## src/hdl/subtract_pkg.sv

```systemverilog
// Purpose: Shared constants for the subtract datapath slice
// Assumes: 14-bit instruction words, 8-bit data, 7-bit file addresses
// Notes: Values after reset and opcode fields live here
package subtract_pkg;
   localparam int data_w = 8;
   localparam int addr_w = 7;
   localparam int instr_w = 14;
   // -----------------------------------------------------------------
   // Opcode fields
   // -----------------------------------------------------------------
   localparam int lit_op_msb = 13;
   localparam int lit_op_lsb = 9;
   localparam logic [4:0] lit_op_code = 5'h1e;
   localparam int file_op_msb = 13;
   localparam int file_op_lsb = 8;
   localparam logic [5:0] file_op_code = 6'h02;
   localparam int dest_bit = 7;
   localparam int nibble_w = 4;
   // -----------------------------------------------------------------
   // Reset values
   // -----------------------------------------------------------------
   localparam logic [7:0] acc_reset = 8'h00;
   localparam logic [7:0] result_reset = 8'h00;
   localparam logic [6:0] addr_reset = 7'h00;
   localparam logic flag_reset = 1'b0;
   typedef enum logic [1:0] {
      op_none,
      op_literal,
      op_file
   } op_kind_t;
endpackage

```

## src/hdl/subtract_datapath.sv

```systemverilog
// Purpose: Subtract slice of an 8-bit core: literal and file forms
// Assumes: Decoder presents instr_word with file_rd_data in one cycle
// Notes: Flags are outputs; status storage lives elsewhere
`timescale 1ns/1ps
module subtract_datapath #(
   parameter int data_w = subtract_pkg::data_w,
   parameter int addr_w = subtract_pkg::addr_w
) (
   input wire logic ref_clk,
   input wire logic reset_n,
   input wire logic clk_en,
   input wire logic instr_valid,
   input wire logic [subtract_pkg::instr_w-1:0] instr_word,
   input wire logic [data_w-1:0] file_rd_data,
   output logic [addr_w-1:0] file_addr,
   output logic [data_w-1:0] file_wr_data,
   output logic file_wr_en,
   output logic [data_w-1:0] accumulator,
   output logic carry_flag,
   output logic nibble_borrow_flag,
   output logic zero_flag,
   output logic flags_valid
);
   // -----------------------------------------------------------------
   // Decode
   // -----------------------------------------------------------------
   // Operation picked out of the word standing this cycle
   subtract_pkg::op_kind_t op_kind;
   logic dest_file;
   logic [data_w-1:0] minuend;

   // Subtractor outputs, all combinational
   logic [data_w-1:0] difference;
   logic no_borrow;
   logic nibble_no_borrow;
   logic is_zero;

   // Working register
   logic [data_w-1:0] accumulator_q;
   logic [data_w-1:0] accumulator_d;

   // File write-back
   logic [data_w-1:0] file_wr_data_q;
   logic [data_w-1:0] file_wr_data_d;
   logic file_wr_en_q;
   logic file_wr_en_d;

   // Flags
   logic carry_q;
   logic carry_d;
   logic nibble_q;
   logic nibble_d;
   logic zero_q;
   logic zero_d;
   logic flags_valid_q;
   logic flags_valid_d;

   // Literal form leaves bit 8 free, so only five bits are matched
   function automatic logic is_literal(input logic [subtract_pkg::instr_w-1:0] word);
      is_literal = (word[subtract_pkg::lit_op_msb:subtract_pkg::lit_op_lsb]
            == subtract_pkg::lit_op_code);
   endfunction

   function automatic logic is_file(input logic [subtract_pkg::instr_w-1:0] word);
      is_file = (word[subtract_pkg::file_op_msb:subtract_pkg::file_op_lsb]
            == subtract_pkg::file_op_code);
   endfunction

   // Shared by both write-back groups so they can never disagree on the target
   function automatic logic to_file(input subtract_pkg::op_kind_t kind, input logic dest);
      to_file = (kind == subtract_pkg::op_file) && dest;
   endfunction

   // File address is a plain decode of the word so the register file can read
   assign file_addr = instr_word[addr_w-1:0];

   // Literal match wins; the two patterns never overlap anyway
   always_comb begin
      op_kind = subtract_pkg::op_none;
      dest_file = instr_word[subtract_pkg::dest_bit];
      if (instr_valid) begin
         if (is_literal(instr_word)) begin
            op_kind = subtract_pkg::op_literal;
         end else if (is_file(instr_word)) begin
            op_kind = subtract_pkg::op_file;
         end
      end
   end

   // Idle minuend is zero so the adder does not toggle on foreign words
   always_comb begin
      case (op_kind)
         subtract_pkg::op_literal: begin
            minuend = instr_word[data_w-1:0];
         end
         subtract_pkg::op_file: begin
            minuend = file_rd_data;
         end
         default: begin
            minuend = '0;
         end
      endcase
   end

   // -----------------------------------------------------------------
   // Subtractor
   // -----------------------------------------------------------------
   // Accumulator is always the subtrahend in both forms
   sub_core #(
      .width(data_w)
   ) u_sub (
      .minuend(minuend),
      .subtrahend(accumulator_q),
      .difference(difference),
      .no_borrow(no_borrow),
      .nibble_no_borrow(nibble_no_borrow),
      .is_zero(is_zero)
   );

   // -----------------------------------------------------------------
   // Working register
   // -----------------------------------------------------------------
   always_comb begin
      accumulator_d = accumulator_q;
      case (op_kind)
         subtract_pkg::op_literal: begin
            accumulator_d = difference;
         end
         subtract_pkg::op_file: begin
            if (!to_file(op_kind, dest_file)) begin
               accumulator_d = difference;
            end
         end
         default: begin
            accumulator_d = accumulator_q;
         end
      endcase
   end

   always_ff @(posedge ref_clk) begin
      if (!reset_n) begin
         accumulator_q <= data_w'(subtract_pkg::acc_reset);
      end else if (clk_en) begin
         accumulator_q <= accumulator_d;
      end
   end

   // -----------------------------------------------------------------
   // File write-back
   // -----------------------------------------------------------------
   // Data holds its last value between writes; only the strobe pulses
   always_comb begin
      file_wr_data_d = file_wr_data_q;
      file_wr_en_d = 1'b0;
      if (to_file(op_kind, dest_file)) begin
         file_wr_data_d = difference;
         file_wr_en_d = 1'b1;
      end
   end

   always_ff @(posedge ref_clk) begin
      if (!reset_n) begin
         file_wr_data_q <= data_w'(subtract_pkg::result_reset);
         file_wr_en_q <= subtract_pkg::flag_reset;
      end else if (clk_en) begin
         file_wr_data_q <= file_wr_data_d;
         file_wr_en_q <= file_wr_en_d;
      end
   end

   // Write strobe held low while frozen so a stalled cycle cannot double-write
   assign file_wr_en = file_wr_en_q & clk_en;
   assign file_wr_data = file_wr_data_q;

   // -----------------------------------------------------------------
   // Flags
   // -----------------------------------------------------------------
   // Carry and nibble flag mean no borrow, the inverse of a borrow bit
   always_comb begin
      carry_d = carry_q;
      nibble_d = nibble_q;
      zero_d = zero_q;
      flags_valid_d = 1'b0;
      case (op_kind)
         subtract_pkg::op_literal,
         subtract_pkg::op_file: begin
            carry_d = no_borrow;
            nibble_d = nibble_no_borrow;
            zero_d = is_zero;
            flags_valid_d = 1'b1;
         end
         default: begin
            flags_valid_d = 1'b0;
         end
      endcase
   end

   // Single-cycle completion: all results land on the edge after decode
   always_ff @(posedge ref_clk) begin
      if (!reset_n) begin
         carry_q <= subtract_pkg::flag_reset;
         nibble_q <= subtract_pkg::flag_reset;
         zero_q <= subtract_pkg::flag_reset;
         flags_valid_q <= subtract_pkg::flag_reset;
      end else if (clk_en) begin
         carry_q <= carry_d;
         nibble_q <= nibble_d;
         zero_q <= zero_d;
         flags_valid_q <= flags_valid_d;
      end
   end

   // -----------------------------------------------------------------
   // Outputs
   // -----------------------------------------------------------------
   // Flags stand until the next subtract; flags_valid marks the update
   assign accumulator = accumulator_q;
   assign carry_flag = carry_q;
   assign nibble_borrow_flag = nibble_q;
   assign zero_flag = zero_q;
   assign flags_valid = flags_valid_q;
endmodule

```

## src/hdl/sub_core.sv

```systemverilog
// Purpose: Combinational 8-bit subtractor with borrow flags
// Assumes: Operands valid in the same cycle
// Notes: Carry and nibble flag are active-high "no borrow"
`timescale 1ns/1ps
module sub_core #(
   parameter int width = 8
) (
   input wire logic [width-1:0] minuend,
   input wire logic [width-1:0] subtrahend,
   output logic [width-1:0] difference,
   output logic no_borrow,
   output logic nibble_no_borrow,
   output logic is_zero
);
   logic [width:0] full_sum;
   logic [subtract_pkg::nibble_w:0] low_sum;
   // Two's complement: a + ~b + 1, carry out means no borrow
   always_comb begin
      full_sum = {1'b0, minuend} + {1'b0, ~subtrahend} + {{width{1'b0}}, 1'b1};
      low_sum = {1'b0, minuend[subtract_pkg::nibble_w-1:0]}
         + {1'b0, ~subtrahend[subtract_pkg::nibble_w-1:0]}
         + {{subtract_pkg::nibble_w{1'b0}}, 1'b1};
      difference = full_sum[width-1:0];
      no_borrow = full_sum[width];
      nibble_no_borrow = low_sum[subtract_pkg::nibble_w];
      is_zero = (full_sum[width-1:0] == '0);
   end
endmodule

```

## config.mk

```make
export PLATFORM = sky130hd
export DESIGN_NAME = subtract_datapath
export DESIGN_NICKNAME = d
export VERILOG_FILES = /design/src/hdl/subtract_pkg.sv /design/src/hdl/subtract_datapath.sv /design/src/hdl/sub_core.sv
export SDC_FILE = /design/constraint.sdc
export NUM_CORES = 1
export LEC_CHECK = 0
export ABC_CLOCK_PERIOD_IN_PS = 7900
export BUFFER_PORTS_ARGS = -buffer_cell sky130_fd_sc_hd__buf_2
export CAP_MARGIN = 25
export CORE_MARGIN = 5
export CORE_UTILIZATION = 49
export CTS_CLUSTER_SIZE = 10
export DETAILED_ROUTE_END_ITERATION = 7
export PLACE_DENSITY = 0.89
export SLEW_MARGIN = 25
export SYNTH_ARGS = -nofsm -noshare
export SYNTH_HDL_FRONTEND = slang
export SYNTH_SLANG_ARGS = --single-unit
```

## constraint.sdc

```tcl
create_clock -name ref_clk -period 7.9 [get_ports ref_clk]
set_input_delay 0.395 -clock ref_clk [delete_from_list [all_inputs] [get_ports ref_clk]]
set_output_delay 0.395 -clock ref_clk [all_outputs]
set_load 0.05 [all_outputs]
```

# After elaboration in Yosys (flattened, before gate mapping)
# Index checks and enable logic that the tools add are counted.
# word_totals
ff_bits,21
input_bits,26
output_inout_bits,28
# op_classes
n_addsub,4
eq_ne,5
muxes,8
n_bitwise,3
n_reduce_logical,7
# op_table
cell,n
$pmux 8 s2,2
$add 8x8->9,1
$add 9x1->9 const B,1
$logic_not 8->1,1
$mux 8,1
$not 8->8,1
$eq 6x2->1 const B,1
$mux 2,3
$add 4x4->5,1
$add 5x1->5 const B,1
$eq 5x5->1 const B,1
$not 4->4,1
$reduce_and 2->1,2
$reduce_and 3->1,1
$eq 2x1->1 const B,1
$eq 2x2->1 const B,1
$mux 1,2
$ne 2x2->1 const B,1
$reduce_bool 2->1,1
$reduce_or 2->1,1
$and 1x1->1,1
$logic_and 1x1->1,1

# Logic depth before layout (Yosys ltp)
# logic_depth
ltp_word,10
depth_mapped,14

# By module
# Synthesis repeated with hierarchy kept, for this count alone.
# hier_totals
hier_cells,177
hier_area_um2,1450.1
# by_module_without_submodules
mod,n_inst,cells_per_inst,area_each_um2
subtract_datapath,1,125,1068.5
sub_core,1,52,381.6

# Worst setup path after synthesis
# No wires, ideal clock.
# synth_path
path_type,in2reg
startpoint,input instr_word[11] in the netlist's numbering
endpoint,register zero_q (netlist: zero_flag)
setup_ps,114
arrival_ps,2998
required_ps,7786
slack_ps,4788
cell_stages,13
n_path_buf,1
cell_sequence,nor4b_1 -> and2_1 -> ha_1 -> clkbuf_1 -> a22oi_1 -> or2_2 -> ha_1 -> fa_1 -> nor2b_4 -> o31ai_2 -> a2bb2oi_1 -> a222oi_1 -> a21o_1
# synth_between
elab_chain_cells,9
elab_cells_between_ends,13
classes_between,2 x add/sub; 4 x eq/ne; 4 x mux; 3 x reduce/logical
# synth_rtl
item,line,text
"start, declared",subtract_datapath.sv:13,"input wire logic [subtract_pkg::instr_w-1:0] instr_word,"
$eq 6x2->1,subtract_datapath.sv:66,== subtract_pkg::file_op_code);
$mux 2,subtract_datapath.sv:84,end else if (is_file(instr_word)) begin
$mux 2 *,subtract_datapath.sv:82,if (is_literal(instr_word)) begin
$mux 2 *,subtract_datapath.sv:81,if (instr_valid) begin
$eq 2x2->1 / $eq 2x1->1 (equally long branches),"subtract_datapath.sv:92, subtract_datapath.sv:184",
$pmux 8 s2,subtract_datapath.sv:92,case (op_kind)
$add 8x8->9,sub_core.sv:19,"full_sum = {1'b0, minuend} + {1'b0, ~subtrahend} + {{width{1'b0}}, 1'b1};"
$add 9x1->9,sub_core.sv:19,
$logic_not 8->1,sub_core.sv:26,is_zero = (full_sum[width-1:0] == '0);
"end signal, assigned",subtract_datapath.sv:203,zero_q <= subtract_pkg::flag_reset;
"end signal, assigned",subtract_datapath.sv:208,zero_q <= zero_d;
"end, declared",subtract_datapath.sv:53,logic zero_q;
# Every way passes the cells marked *; elsewhere a longest branch is shown, timed or not.
# A chain may end at the register's enable or synchronous reset.

# Worst setup path in the final report
# Same ends and word-level chain as after synthesis.

==> out/qor.csv <==
stage,metric,value,unit
die,start_util,0.515,
synthesis,synth_edf_count,0,
sta,tns,0,ns
critical_path,reg2reg_slack,5.75,ns
run_status,outcome,completed,
clocking,cts.clk_slew.worst_paths,0.12,ns
synthesis,synth_top_family_by_area,compound AO/OA/AOI/OAI gates,
critical_path,critPathMaxFanout,12,
sta,setup_viol,0,
finish,final_area,0.00169,sq mm
finish,drive_gt1_frac,0.310,
clocking,ctsHoldBuffers,0,
global_route,grt_pass1_vias,1264,
finish,multiInputGateArea,890,sq um
synthesis,synth-simple-area-share,0.238,
global_route,track_usage,0.162,
synthesis,synthMuxAreaShare,0.0140,
clocking,root_buffer,clkbuf_4,
critical_path,reg2reg_depth,7,
global_route,gr-total-overflow,0,
finish,num-fill-cells,258,
clocking,cts_resized,0,
sta,relSlewSlack,0.581,
clocking,htree_levels,1,
critical_path,r2r_end,zero_flag,
sta,fin_crit,3.03,ns
sta,tightest_slew,0.626,ns
synthesis,synth-compound-area-share,0.255,
sta,finClkSkew,0.00777,ns
placed_design,hpwl,2630,um
synthesis,synth_ff_type,dfxtp_1,
synthesis,synth_top_area_share,0.293,
synthesis,ys_types,44,
critical_path,max_stage_delay,0.44,ns
routing,dr_total_vias,1333,
finish,diodes,0,
finish,register_area,420,sq um
routing,first_iter_violations,30,
synthesis,ys_top_cells_by_area,"dfxtp_1 29%, ha_1 8.7%, nand2_1 6.0%",
sta,hold_violations,0,
critical_path,cp_slowest_cell,fa_1,
power,p_per_area,108,mW/mm^2
critical_path,r2r_start,accumulator[2],
synthesis,netlist_area,0.00143,sq mm
finish,area_growth,18.0,%
synthesis,ys_warn_count,0,
finish,fin_nets,254,
min_path,hold_depth,2,
routing,wl_per_cell,13.0,um
critical_path,arrival,3.29,ns
synthesis,synthCells,172,
synthesis,synth_top_area_cell,dfxtp_1,
synthesis,synth_nets,209,
clocking,worstSkewPairLatency,0.30,ns
global_route,grt_max_degree,23,
synthesis,synth-seq-cells,21,
power,vdd_drop_max,0.135,mV
global_route,antenna_found_initial,0,
synthesis,seq_area_frac_synth,0.293,
die,die_x,64.1,um
routing,drc,0,
min_path,hold_class,input port to flip-flop,
critical_path,required,8.15,ns
sta,clock.fmax,330,MHz
global_route,grt_pass1_wl,5490,um
placed_design,io_buffers,53,
finish,fin_util,0.608,
critical_path,startpoint_type,input port,
min_path,hp-start,clk_en,
critical_path,cp-end-kind,flip-flop,
sta,hold_ws,0.439,ns
min_path,worstHoldEndpoint,flags_valid,
sta,fin_ws,4.87,ns
clocking,cts_buffers,3,
routing,wl,3210,um
routing,via_per_inst,5.40,
routing,dr.pass1.iters,4,
die,ioPinCount,54,
die,fp.dieH,64.1,um
die,coreArea,0.00278,sq mm
clocking,clock_sinks,21,
placed_design,gp_congestion,0.867,
sta,drv_slew,0,
die,rows,19,
critical_path,critical_path_class,input port to flip-flop,
routing,drtAntennaViolNets,0,
critical_path,worstPathCellList,"buf_2, nor4b_1, and2_1, ha_1, a22oi_1, or2_2, ha_1, fa_1, nor2b_4, o31ai_2, a21o_1, a222oi_1, a21o_1",
synthesis,avgSynthCellArea,8.33,sq um
sta,period_share,0.384,
placed_design,placed_area,0.00166,sq mm
placed_design,place_ws,4.54,ns
clocking,cts_tree,done,
power,power_leakage,0.820,nW
synthesis,async_reset_ff_frac,0,
job,maxCapViolations,0,
synthesis,synth.most_common_cell,nand2_1,
synthesis,synth_xor_xnor_area_share,0.0122,
synthesis,synthTopCellsByCount,"23 x nand2_1, 21 x dfxtp_1, 11 x inv_1, 10 x ha_1",
clocking,clock_path_buffers,2,
synthesis,synth-adder-area-share,0.101,
die,die_area,0.00410,sq mm
clocking,cts_setup_buffers,0,
sta,rsz0062_at_grt,false,
## kinds of logic after synthesis
family / Yosys count
adders and majority gates: 11
xor gates and xnor gates: 2
AOI/OAI and AO/OA: 47
buffers and inverters: 25
DFF: 21
muxes: 2
and+or+nand+nor: 64
## cell type report
class	count	share of cell area
clock buffers	3	0.0133
clock inverters	1	0.00296
inverters	11	0.0244
multi-input cells	126	0.526
flip-flops and latches	21	0.249
well taps	31	0.0229
repair buffers	54	0.161
## power breakdown
part           internal (mW)  switching [mW]  total (mW)
logic                0.00833          0.0148      0.0231
clock network         0.0189          0.0334      0.0522
registers              0.106        0.000206       0.107
total                  0.134          0.0483       0.182
## registers in the layout (all words and copies together) (netlist names)
| register | flops |
|---|---|
| file_wr_en_q | 1 |
| file_wr_data | 8 |
| carry_flag | 1 |
| zero_flag | 1 |
| nibble_borrow_flag | 1 |
| flags_valid | 1 |
| accumulator | 8 |
## worst max-delay path by stage
stage                     end  slack, ns           start
finish              zero_flag       4.87  instr_word[11]
global route        zero_flag       4.66  instr_word[11]
CTS                 zero_flag       4.85  instr_word[11]
detailed placement  zero_flag       4.54  instr_word[11]
global placement    zero_flag       4.63  instr_word[11]
floorplan           zero_flag       4.79  instr_word[11]
## routing by layer
layer,GRT usage,vias up,part of all wire,wire [um]
met2,0.276,28,0.49,1570
met5,0,-,0,0
met4,0.0390,0,0.0041,13
met1,0.202,612,0.45,1430
li1,-,691,-,-
met3,0.0438,2,0.061,197
## per-stage QoR
stage,power (mW),std cells
after detailed placement,0.132,242
final,0.182,247
after global routing,0.191,247
after floorplan,0.124,172
after CTS,0.183,246
after global placement,0.132,242
## critical path: cells and delay by family
kind	cells	cell delay, ns
fa+ha+maj	3	1.01
compound gates	5	0.91
simple gates	4	0.87
buf+inv	1	0.10
## cell usage in the layout (no fill, tap or decap), drive strengths merged, types with 5 or more instances in the layout
| cell | synthesis | routed |
|---|---|---|
| buf | 9 | 54 |
| nand2 | 23 | 23 |
| dfxtp | 21 | 21 |
| inv | 11 | 11 |
| a21boi | 11 | 11 |
| ha | 10 | 10 |
| a22oi | 8 | 8 |
| nor2 | 8 | 8 |
| o21ai | 8 | 8 |
| nand3 | 6 | 6 |
| nand3b | 6 | 6 |
| a21oi | 5 | 5 |
(Power assumes the default switching activity.)
